`config.mk`:
```
export PLATFORM = sky130hd
export DESIGN_NAME = srs_slave
export DESIGN_NICKNAME = d
export VERILOG_FILES = /design/src/include/srs_pkg.sv /design/src/rtl/srs_fifo.sv /design/src/rtl/srs_slave.sv
export SDC_FILE = /design/constraint.sdc
export NUM_CORES = 1
export LEC_CHECK = 0
export ABC_CLOCK_PERIOD_IN_PS = 4250
export BUFFER_PORTS_ARGS = -buffer_cell sky130_fd_sc_hd__clkbuf_2
export CAP_MARGIN = 20
export CORE_MARGIN = 3
export CORE_UTILIZATION = 53
export DETAILED_ROUTE_END_ITERATION = 8
export PLACE_DENSITY = 0.83
export SLEW_MARGIN = 20
export SYNTH_ARGS = -nofsm -noshare
export SYNTH_HDL_FRONTEND = slang
export SYNTH_HIERARCHICAL = 1
export SYNTH_SLANG_ARGS = --single-unit
```
`constraint.sdc`:
```
create_clock -name clock -period 4.25 [get_ports clock]
set_clock_uncertainty 0.15 [all_clocks]
set_input_delay 0.425 -clock clock [delete_from_list [all_inputs] [get_ports clock]]
set_output_delay 0.425 -clock clock [all_outputs]
set_load 0.01 [all_outputs]
```
`src/include/srs_pkg.sv`:
```
/*
 * Shared constants and carrier types for the serial register access slave.
 * Assumes a 250 MHz core clock and a host-driven serial clock sampled as data.
 */
package srs_pkg;
    // =========================================================
    // Register map groups
    localparam logic [6:0] WIDE_LAST   = 7'h1f;
    localparam logic [6:0] ID_REG      = 7'h1f;
    localparam logic [6:0] CFG_FIRST   = 7'h20;
    localparam logic [6:0] CFG_LAST    = 7'h2a;
    localparam logic [6:0] STATUS_REG  = 7'h30;
    localparam logic [6:0] FIFO_REG    = 7'h32;
    localparam logic [6:0] CFG_EXTRA   = 7'h34;
    localparam logic [15:0] RESET_WORD = 16'h0000;
    // Arbitrary neutral identity value
    localparam logic [15:0] SILICON_ID = 16'h0a5a;

    // =========================================================
    // Bit counting and settle times
    localparam logic [2:0] BIT_LAST      = 3'h7;
    localparam int         CLOCK_MHZ     = 250;
    localparam int         SETTLE_US     = 150;
    localparam int         SETTLE_AC_US  = 350;
    localparam int         SETTLE_CYC    = SETTLE_US * CLOCK_MHZ;
    localparam int         SETTLE_AC_CYC = SETTLE_AC_US * CLOCK_MHZ;

    typedef enum logic [1:0] {
        SRS_IDLE,
        SRS_CMD,
        SRS_DATA
    } srs_state_t;

    // Register access request toward the register store
    typedef struct packed {
        logic       write;
        logic [6:0] addr;
        logic [7:0] data;
        logic       high;
    } srs_req_t;
endpackage

```
`src/rtl/srs_fifo.sv`:
```
/*
 * Parameterised FIFO with valid/ready on both sides.
 * Assumes a single clock domain and asynchronous active-high reset.
 */
`timescale 1ns/1ns
`default_nettype none
module srs_fifo #(
    parameter int WIDTH = 8,
    parameter int DEPTH = 16
) (
    // Clock and reset
    input  wire logic             clock,
    input  wire logic             rst,
    // Fill side
    input  wire logic             in_valid,
    output logic                  in_ready,
    input  wire logic [WIDTH-1:0] in_data,
    // Drain side
    output logic                  out_valid,
    input  wire logic             out_ready,
    output logic      [WIDTH-1:0] out_data
);
    localparam int AW = $clog2(DEPTH);
    logic [WIDTH-1:0] mem [DEPTH];
    logic [AW:0]      wp_q, wp_d, rp_q, rp_d;
    logic             push, pop;

    assign in_ready  = (wp_q - rp_q) != (AW+1)'(DEPTH);
    assign out_valid = wp_q != rp_q;
    assign out_data  = mem[rp_q[AW-1:0]];
    assign push      = in_valid && in_ready;
    assign pop       = out_valid && out_ready;

    always_comb begin
        wp_d = push ? wp_q + 1'b1 : wp_q;
        rp_d = pop ? rp_q + 1'b1 : rp_q;
    end

    always_ff @(posedge clock) begin
        if (push) begin
            mem[wp_q[AW-1:0]] <= in_data;
        end
    end

    always_ff @(posedge clock or posedge rst) begin
        if (rst) begin
            wp_q <= '0;
            rp_q <= '0;
        end else begin
            wp_q <= wp_d;
            rp_q <= rp_d;
        end
    end
endmodule
`default_nettype wire

```
`src/rtl/srs_slave.sv`:
```
/*
 * Four-wire serial slave giving a host access to the radio's register store.
 * Assumes the host clock idles low, data sampled on rising and shifted on falling edges.
 */
`timescale 1ns/1ns
`default_nettype none
module srs_slave #(
    parameter int FIFO_DEPTH = 16
) (
    // Clock and reset
    input  wire logic        clock,
    input  wire logic        rst,
    // Serial pins
    input  wire logic        ss_n,
    input  wire logic        sclk,
    input  wire logic        mosi,
    output logic             miso,
    output logic             miso_oe,
    // Radio side: status and FIFO
    input  wire logic [15:0] status_register,
    input  wire logic        tx_fifo_ready,
    output logic             tx_fifo_valid,
    output logic [7:0]       tx_fifo_data,
    input  wire logic        rx_fifo_valid,
    output logic             rx_fifo_ready,
    input  wire logic [7:0]  rx_fifo_data,
    // Register store port
    output logic [6:0]       reg_addr,
    output logic [15:0]      reg_wdata,
    output logic             reg_we,
    input  wire logic [15:0] reg_rdata
);
    // =========================================================
    // Pin synchronisers: three stages, change taken when last two agree
    logic [2:0] ss_s_q, ck_s_q, mo_s_q;
    logic       ss_q, ck_q, mo_q, ck_prev_q;
    logic       ss_d, ck_d, mo_d;

    always_comb begin
        ss_d = (ss_s_q[1] == ss_s_q[2]) ? ss_s_q[2] : ss_q;
        ck_d = (ck_s_q[1] == ck_s_q[2]) ? ck_s_q[2] : ck_q;
        mo_d = (mo_s_q[1] == mo_s_q[2]) ? mo_s_q[2] : mo_q;
    end

    always_ff @(posedge clock or posedge rst) begin
        if (rst) begin
            ss_s_q    <= 3'h7;
            ck_s_q    <= 3'h0;
            mo_s_q    <= 3'h0;
            ss_q      <= 1'b1;
            ck_q      <= 1'b0;
            mo_q      <= 1'b0;
            ck_prev_q <= 1'b0;
        end else begin
            ss_s_q    <= {ss_s_q[1:0], ss_n};
            ck_s_q    <= {ck_s_q[1:0], sclk};
            mo_s_q    <= {mo_s_q[1:0], mosi};
            ss_q      <= ss_d;
            ck_q      <= ck_d;
            mo_q      <= mo_d;
            ck_prev_q <= ck_q;
        end
    end

    logic rise, fall, sel;
    assign sel  = !ss_q;
    assign rise = sel && ck_q && !ck_prev_q;
    assign fall = sel && !ck_q && ck_prev_q;

    // =========================================================
    // Transaction state
    srs_pkg::srs_state_t st_q, st_d;
    logic [2:0]  bit_q, bit_d;
    logic [7:0]  sh_q, sh_d, tx_q, tx_d;
    logic [6:0]  addr_q, addr_d;
    logic        rd_q, rd_d, hi_q, hi_d;
    logic [7:0]  lo_keep_q, lo_keep_d;
    logic [15:0] wd_q, wd_d;
    logic        we_q, we_d, push_q, push_d, pop_q, pop_d;
    logic [7:0]  pd_q, pd_d;
    logic        f_in_ready, f_out_valid;
    logic [7:0]  f_out_data, byte_in;
    logic [6:0]  ra_q, ra_d;
    logic [15:0] rdw;

    function automatic logic is_wide(input logic [6:0] a);
        is_wide = a <= srs_pkg::WIDE_LAST;
    endfunction

    function automatic logic [15:0] rd_word(input logic [6:0] a, input logic [15:0] r);
        rd_word = (a == srs_pkg::ID_REG) ? srs_pkg::SILICON_ID : r;
    endfunction

    assign byte_in  = {sh_q[6:0], mo_q};
    assign rdw      = rd_word(addr_q, reg_rdata);
    // Write address kept apart so the step to the next register cannot race the strobe
    assign reg_addr = ra_q;

    always_comb begin
        st_d = st_q; bit_d = bit_q; sh_d = sh_q; tx_d = tx_q;
        addr_d = addr_q; rd_d = rd_q; hi_d = hi_q; lo_keep_d = lo_keep_q;
        wd_d = wd_q; we_d = 1'b0; push_d = push_q && !f_in_ready;
        pd_d = pd_q; pop_d = 1'b0;
        if (!sel) begin
            st_d  = srs_pkg::SRS_IDLE;
            bit_d = '0;
        end else begin
            if (st_q == srs_pkg::SRS_IDLE) begin
                st_d  = srs_pkg::SRS_CMD;
                tx_d  = status_register[15:8];
                bit_d = '0;
            end
            if (rise) begin
                sh_d  = byte_in;
                bit_d = bit_q + 3'h1;
                if (bit_q == srs_pkg::BIT_LAST) begin
                    unique case (st_q)
                        srs_pkg::SRS_CMD: begin
                            rd_d   = byte_in[7];
                            addr_d = byte_in[6:0];
                            hi_d   = 1'b1;
                            st_d   = srs_pkg::SRS_DATA;
                        end
                        srs_pkg::SRS_DATA: begin
                            if (!rd_q) begin
                                if (addr_q == srs_pkg::FIFO_REG) begin
                                    push_d = 1'b1;
                                    pd_d   = byte_in;
                                end else if (is_wide(addr_q) && hi_q) begin
                                    lo_keep_d = byte_in;
                                    hi_d      = 1'b0;
                                end else if (is_wide(addr_q)) begin
                                    wd_d   = {lo_keep_q, byte_in};
                                    we_d   = addr_q != srs_pkg::ID_REG;
                                    hi_d   = 1'b1;
                                    addr_d = addr_q + 7'h1;
                                end else begin
                                    wd_d   = {8'h00, byte_in};
                                    we_d   = 1'b1;
                                    addr_d = addr_q + 7'h1;
                                end
                            end
                            if (rd_q && addr_q == srs_pkg::FIFO_REG) begin
                                pop_d = 1'b1;
                            end else if (rd_q && (!is_wide(addr_q) || !hi_q)) begin
                                addr_d = addr_q + 7'h1;
                                hi_d   = 1'b1;
                            end else if (rd_q) begin
                                hi_d = 1'b0;
                            end
                        end
                        default: ;
                    endcase
                end
            end
            if (fall) begin
                if (bit_q == 3'h0 && st_q == srs_pkg::SRS_DATA && rd_q) begin
                    if (addr_q == srs_pkg::FIFO_REG) begin
                        tx_d = f_out_valid ? f_out_data : 8'h00;
                    end else if (is_wide(addr_q)) begin
                        tx_d = hi_q ? rdw[15:8] : rdw[7:0];
                    end else begin
                        tx_d = reg_rdata[7:0];
                    end
                end else if (bit_q == 3'h0 && st_q == srs_pkg::SRS_DATA) begin
                    tx_d = sh_q; // Echo of the written byte
                end else begin
                    tx_d = {tx_q[6:0], 1'b0};
                end
            end
        end
        ra_d = we_d ? addr_q : addr_d;
    end

    always_ff @(posedge clock or posedge rst) begin
        if (rst) begin
            st_q      <= srs_pkg::SRS_IDLE;
            bit_q     <= '0;
            sh_q      <= '0;
            tx_q      <= '0;
            addr_q    <= '0;
            rd_q      <= 1'b0;
            hi_q      <= 1'b1;
            lo_keep_q <= '0;
            wd_q      <= srs_pkg::RESET_WORD;
            we_q      <= 1'b0;
            push_q    <= 1'b0;
            pd_q      <= '0;
            pop_q     <= 1'b0;
            ra_q      <= '0;
        end else begin
            st_q      <= st_d;
            bit_q     <= bit_d;
            sh_q      <= sh_d;
            tx_q      <= tx_d;
            addr_q    <= addr_d;
            rd_q      <= rd_d;
            hi_q      <= hi_d;
            lo_keep_q <= lo_keep_d;
            wd_q      <= wd_d;
            we_q      <= we_d;
            push_q    <= push_d;
            pd_q      <= pd_d;
            pop_q     <= pop_d;
            ra_q      <= ra_d;
        end
    end

    // MISO only driven while selected, so a shared bus stays free
    assign miso      = tx_q[7];
    assign miso_oe   = sel;
    assign reg_wdata = wd_q;
    assign reg_we    = we_q;

    // =========================================================
    // Write path toward the packet FIFO; a full FIFO holds one pending byte until ready, and the next written byte replaces it
    srs_fifo #(.WIDTH(8), .DEPTH(FIFO_DEPTH)) u_txf (
        .clock     (clock),
        .rst       (rst),
        .in_valid  (push_q),
        .in_ready  (f_in_ready),
        .in_data   (pd_q),
        .out_valid (tx_fifo_valid),
        .out_ready (tx_fifo_ready),
        .out_data  (tx_fifo_data)
    );
    assign f_out_valid   = rx_fifo_valid;
    assign f_out_data    = rx_fifo_data;
    assign rx_fifo_ready = pop_q;

    // =========================================================
    // Checks
    chk_idle_no_drive: assert property (@(posedge clock) disable iff (rst)
        ss_q |-> !miso_oe)
        else $error("miso driven while idle");
    chk_cmd_status: assert property (@(posedge clock) disable iff (rst)
        (st_q == srs_pkg::SRS_IDLE && sel) |=> tx_q == $past(status_register[15:8]))
        else $error("status byte not loaded");
    chk_cmd_capture: assert property (@(posedge clock) disable iff (rst)
        (rise && st_q == srs_pkg::SRS_CMD && bit_q == srs_pkg::BIT_LAST)
        |=> st_q == srs_pkg::SRS_DATA && hi_q && {rd_q, addr_q} == $past(byte_in))
        else $error("command byte not captured");
    chk_shift_msb: assert property (@(posedge clock) disable iff (rst)
        (fall && st_q == srs_pkg::SRS_CMD) |=> tx_q == {$past(tx_q[6:0]), 1'b0})
        else $error("status byte not shifted msb first");
    chk_wide_order: assert property (@(posedge clock) disable iff (rst)
        (fall && bit_q == 3'h0 && st_q == srs_pkg::SRS_DATA && rd_q && is_wide(addr_q))
        |=> tx_q == ($past(hi_q) ? $past(rdw[15:8]) : $past(rdw[7:0])))
        else $error("wide read byte order wrong");
    chk_fifo_no_inc: assert property (@(posedge clock) disable iff (rst)
        (st_q == srs_pkg::SRS_DATA && addr_q == srs_pkg::FIFO_REG && sel)
        |=> addr_q == srs_pkg::FIFO_REG)
        else $error("fifo address moved");
    chk_fifo_empty: assert property (@(posedge clock) disable iff (rst)
        (fall && bit_q == 3'h0 && st_q == srs_pkg::SRS_DATA && rd_q
         && addr_q == srs_pkg::FIFO_REG && !f_out_valid) |=> tx_q == 8'h00)
        else $error("empty fifo read not zero");
    chk_pop_pulse: assert property (@(posedge clock) disable iff (rst)
        rx_fifo_ready |=> !rx_fifo_ready)
        else $error("fifo pop longer than one cycle");
    chk_partial_drop: assert property (@(posedge clock) disable iff (rst)
        !sel |=> bit_q == 3'h0 && st_q != srs_pkg::SRS_DATA)
        else $error("partial byte kept");
    chk_bit_wrap: assert property (@(posedge clock) disable iff (rst)
        (rise && bit_q == srs_pkg::BIT_LAST) |=> bit_q == 3'h0)
        else $error("bit count did not wrap");
    chk_read_no_write: assert property (@(posedge clock) disable iff (rst)
        (rd_q && st_q == srs_pkg::SRS_DATA) |=> !we_q && (!push_q || $past(push_q)))
        else $error("write during read");
    chk_id_ro: assert property (@(posedge clock) disable iff (rst)
        reg_we |-> reg_addr != srs_pkg::ID_REG)
        else $error("identity written");
    chk_wide_pair: assert property (@(posedge clock) disable iff (rst)
        (reg_we && is_wide($past(addr_q))) |-> $past(hi_q) == 1'b0)
        else $error("wide write without high byte");
    chk_hi_hold: assert property (@(posedge clock) disable iff (rst)
        (rise && bit_q == srs_pkg::BIT_LAST && st_q == srs_pkg::SRS_DATA
         && is_wide(addr_q) && hi_q) |=> addr_q == $past(addr_q) && !hi_q)
        else $error("address moved inside a wide register");
    chk_addr_step: assert property (@(posedge clock) disable iff (rst)
        reg_we |-> addr_q == $past(addr_q) + 7'h1)
        else $error("address not stepped");
    chk_cfg_low: assert property (@(posedge clock) disable iff (rst)
        (reg_we && !is_wide(reg_addr)) |-> reg_wdata[15:8] == 8'h00)
        else $error("narrow register upper byte not clear");
    chk_we_pulse: assert property (@(posedge clock) disable iff (rst)
        reg_we |=> !reg_we)
        else $error("write strobe longer than one cycle");
endmodule
`default_nettype wire

```
Word-level counts from Yosys, hierarchy flattened
Memories as Yosys holds them, arrays and structs flattened. Cells that the tools add are included.

$add $sub $neg: 5. Reduce and logical (&&, ||, !) cells: 31. Multiplexer cells: 57. Eq/ne operators: 11. Order comparisons: 1. Bitwise operators: 4.

Operators with widths (number): $mux W8 (8); $mux W7 (9); $mux W16 (2); $mux W1 (28); $pmux W7 S2 (1); $reduce_and A7 Y1 (2); $logic_and A1 B1 Y1 (12); $add A5 B1 Y5 const B (2); $mux W2 (5); $mux W3 (3); $reduce_and A4 Y1 (2); $add A7 B1 Y7 const B (1); $eq A7 B5 Y1 const B (1); $eq A7 B6 Y1 const B (1); $le A7 B5 Y1 const B (1); $ne A7 B5 Y1 const B (1); $logic_not A1 Y1 (6); $reduce_and A6 Y1 (1); $ne A5 B5 Y1 (1); $ne A5 B5 Y1 const B (1); $sub A5 B5 Y5 (1); $not A1 Y1 (4); $reduce_and A2 Y1 (2); $reduce_bool A2 Y1 (2); other kinds (10) (12).

Memory bits (writable): 128. Logic and storage cells: 133. Bits of input ports: 47. Output and inout port bits: 36. Memories: 1. Register bits after elaboration: 95.

Memory list: u_txf.mem (words 16, width 8, rd ports 1, clocked after memory_dff 0, write ports 1, line srs_fifo.sv:24) `logic [WIDTH-1:0] mem [DEPTH];`.

Depth between registers and ports, before layout
Depth after elaboration: 12. Mapped depth: 11. Depth with buffers taken out: 8.

Cells and area by module
Netlist, hierarchy kept.

By module, submodules not included: srs_fifo (area an instance 5783.0 um^2, instances 1, cells an instance 327, sequential area each 4093.9 um^2); srs_slave (area an instance 3908.7 um^2, instances 1, cells an instance 356, sequential area each 2133.3 um^2).

Worst setup path before layout
Ideal clock, no wire load.

Path type: reg2reg. Start point: reg u_txf.rp_q[2]. End point: mem u_txf.mem[0][0], enable pin. Library setup time: 0.395 ns. Path slack: 0.794 ns. Data required time: 3.705 ns. Clock period less this slack: 3.456 ns. Buffers on the path: 2. Data arrival time: 2.911 ns. Cell stages (with the launch flop): 10. Cell sequence: dfrtp_1 -> buf_2 -> buf_2 -> clkinv_1 -> ha_1 -> a21oi_1 -> a21bo_2 -> xor2_4 -> a21oi_2 -> nor4_1.

Cells in the longest elaborated chain, start to end: 5.

RTL lines: start, declared (line srs_fifo.sv:25) `logic [AW:0] wp_q, wp_d, rp_q, rp_d;`; start signal, assigned (line srs_fifo.sv:51) `rp_q <= rp_d;`; $sub A5 B5 Y5 (line srs_fifo.sv:28) `assign in_ready = (wp_q - rp_q) != (AW+1)'(DEPTH);`; $ne A5 B5 Y1 (line srs_fifo.sv:28); $logic_and A1 B1 Y1 (line srs_fifo.sv:31) `assign push = in_valid && in_ready;`; $mux W1 (line srs_fifo.sv:40) `if (push) begin`; $mux W1 (not written as such) (line srs_fifo.sv:41) `mem[wp_q[AW-1:0]] <= in_data;`; end, declared (line srs_fifo.sv:24).

Every way passes these cells.

Final worst setup path
Start point: reg u_txf.rp_q[3]. End point: mem u_txf.mem[5][5], enable pin.

The elaborated chain is that of the path after synthesis.

==> impl_metrics.env <==
export IMPL_status="complete, no violations"
export IMPL_synth_main_ff_cell="edfxtp_1"
export IMPL_yosys_area_top_type_share=0.397
export IMPL_critPathCaptureType="flip-flop"
export IMPL_drv_slew=0
export IMPL_nets=831
export IMPL_drt_iter0_drc=492
export IMPL_post_route_drc_count=0
export IMPL_netlist_top_cell_by_area="edfxtp_1"
export IMPL_ys_top_cells_by_area="edfxtp_1 (40%), dfrtp_1 (23%), mux4_2 (7.4%), nand2_1 (3.3%), mux2_2 (2.6%)"
export IMPL_cts_hold_buf=4
export IMPL_grt_pass1_wl_um=32700
export IMPL_ir_worst_vdd_v=0.000427
export IMPL_multi_input_area_um2=3200
export IMPL_io_pins=83
export IMPL_synth_edff_count=128
export IMPL_cts_root_buf="clkbuf_16"
export IMPL_fillers=1230
export IMPL_antenna_found_initial=0
export IMPL_power_density_nw_per_um2=486
export IMPL_utilization=0.626
export IMPL_tightest_slew_ps=976
export IMPL_grt_max_degree=58
export IMPL_startpoint_type="flip-flop"
export IMPL_power_mw=5.35
export IMPL_syn2layout_area_growth_pct=13.7
export IMPL_routed_wl_um=20600
export IMPL_core_area_um2=17600
export IMPL_n_antenna_cell=0
export IMPL_setup_viol=0
export IMPL_slew_headroom=0.349
export IMPL_first_pass_iters=5
export IMPL_fp_dieW_um=141
export IMPL_synth_cell_type_count=70
export IMPL_wire_per_inst_um=20.4
export IMPL_grt_setup_unrepaired="false"
export IMPL_clock_sinks=223
export IMPL_cts_setup_buffers=0
export IMPL_cp_max_fo=13
export IMPL_netlist_area_um2=9690
export IMPL_fin_cells=1007
export IMPL_rows=48
export IMPL_syn_inst=683
export IMPL_syn_mean_instance_area_um2=14.2
export IMPL_floorplan_initialDensity=0.551
export IMPL_finalCritPeriodShare=0.800
export IMPL_regArea_um2=6230
export IMPL_cts_tree="built"
export IMPL_cts_buffers=23
export IMPL_cts_resized_gates=0
export IMPL_drv_cap=0
export IMPL_grt_pass1_vias=6123
export IMPL_grt_usage=0.208
export IMPL_cts_htree_levels=1
export IMPL_placed_cells=962
export IMPL_ys_seq_area_frac=0.643
export IMPL_clkTransAtPathRegs_ps=60
export IMPL_avgViaCountPerCell=5.99
export IMPL_cp_required_ps=4350
export IMPL_grt_overflow=0
export IMPL_port_buffers=74
export IMPL_arrival_ps=3500
export IMPL_cts_path_max_buffers=3
export IMPL_gp_congestion=0.882
export IMPL_min_path_type="input port to flip-flop"
export IMPL_ys_ff_latch=223
export IMPL_drive_above_1_share=0.256
export IMPL_min_period_ps=3400
export IMPL_hpwlAfterDp_um=13300
export IMPL_tns_ps=0
export IMPL_yosysWarnings=6
export IMPL_async_flop_share=0.426
export IMPL_die_area_um2=19900
export IMPL_p_leak_nw=4.05
export IMPL_postSynthNetCount=748
export IMPL_num_vias=6036
export IMPL_die_y_um=141
export IMPL_postRouteAntennaNets=0
export IMPL_hold_violations=0
export IMPL_insertion_delay_ps=500
export IMPL_path_class="flip-flop to flip-flop"
export IMPL_timing_fmax_mhz=294
[layer usage]
layer	wire, um	vias to the layer above	GRT usage	share of wire
met2	10300	236	0.351	0.50
met5	0	-	0	0
met4	614	0	0.0648	0.030
met3	1260	58	0.0356	0.061
met1	8430	3003	0.277	0.41
li1	-	2739	-	-
[layout by cell type (no fill, tap or decap), types with 15 or more instances in the layout]
master	instances
clkbuf_2	74
mux4_2	32
a21oi_1	23
edfxtp_1	128
nand2_1	86
clkbuf_16	23
mux2_2	22
buf_4	15
nor2_1	20
o21ai_0	26
dfrtp_1	89
ha_1	18
inv_1	24
[area by class of cell]
cell class	instances	area share
timing repair buffer	93	0.0475
tap	225	0.0256
inverter	28	0.00977
clock inverter	8	0.00386
multi-input combinational	397	0.290
sequential	223	0.565
clock buffer	33	0.0575
[logic make-up (layout without fill, tap and decap cells)]
group | after synthesis | after routing | share of synthesized area
flip-flops | 223 | 223 | 0.643
AND/OR/NAND/NOR | 187 | 187 | 0.0972
AO/OA/AOI/OAI | 120 | 120 | 0.0873
buffers and inverters | 63 | 162 | 0.0294
multiplexers | 58 | 58 | 0.105
adder cells (fa/ha/maj) | 21 | 21 | 0.0263
XOR/XNOR | 11 | 11 | 0.0119
[flip-flops by register name, indices dropped and copies added, names as in the netlist, 5 cells and up]
signal and cells:
u_txf/rp_q 5, reg_wdata 16, pd_q 8, sh_q 8, addr_q 7, u_txf/wp_q 5, reg_addr 7, lo_keep_q 8
tx_q 8, u_txf/mem 128
[per-stage QoR]
stage	hold slack, ps	area (um2)	worst slack (ps)
detailed placement	185	10300	610
global route	36.6	11000	668
floorplan	115	9690	794
finish	28.0	11000	850
global placement	181	10300	718
CTS	10.9	11000	586
[Yosys cell counts, types with 13 or more instances]
cell type,count
edfxtp_1,128
dfrtp_1,90
nand2_1,86
mux4_2,32
o21ai_0,26
inv_1,25
a21oi_1,23
mux2_2,22
nor2_1,20
ha_1,18
nor3_1,17
clkbuf_1,14
a31oi_1,13
and3_1,13
[final timing paths]
check | cells after the start | from | end | slack, ps
worst max-delay path | 8 | u_txf/rp_q[3] | u_txf/mem[5][5] | 850
worst min-delay path | 3 | status_register[8] | tx_q[0] | 30
worst max register to register | 8 | u_txf/rp_q[3] | u_txf/mem[5][5] | 850
worst min register to register | 0 | mo_s_q[0] | mo_s_q[1] | 200
max in group asynchronous | 4 | rst | ss_q | 2430
min in group asynchronous | 3 | rst | u_txf/wp_q[4] | 380
[where the power goes]
group | switching, mW | total, mW | internal, mW | leakage, nW
Clock | 0.773 | 1.81 | 1.03 | 0.328
Sequential | 0.131 | 2.50 | 2.37 | 2.12
Combinational | 0.650 | 1.04 | 0.394 | 1.60
Total | 1.55 | 5.35 | 3.80 | 4.05
[critical path, cell delays in order, from the launching register on]
cell	delay [ps]
dfrtp_1	620
inv_1	250
ha_1	460
nand2_1	100
o21bai_1	220
a211o_1	350
a21oi_2	600
nor3_1	170
buf_4	220
Note: power is estimated with default switching activity, not from simulation.
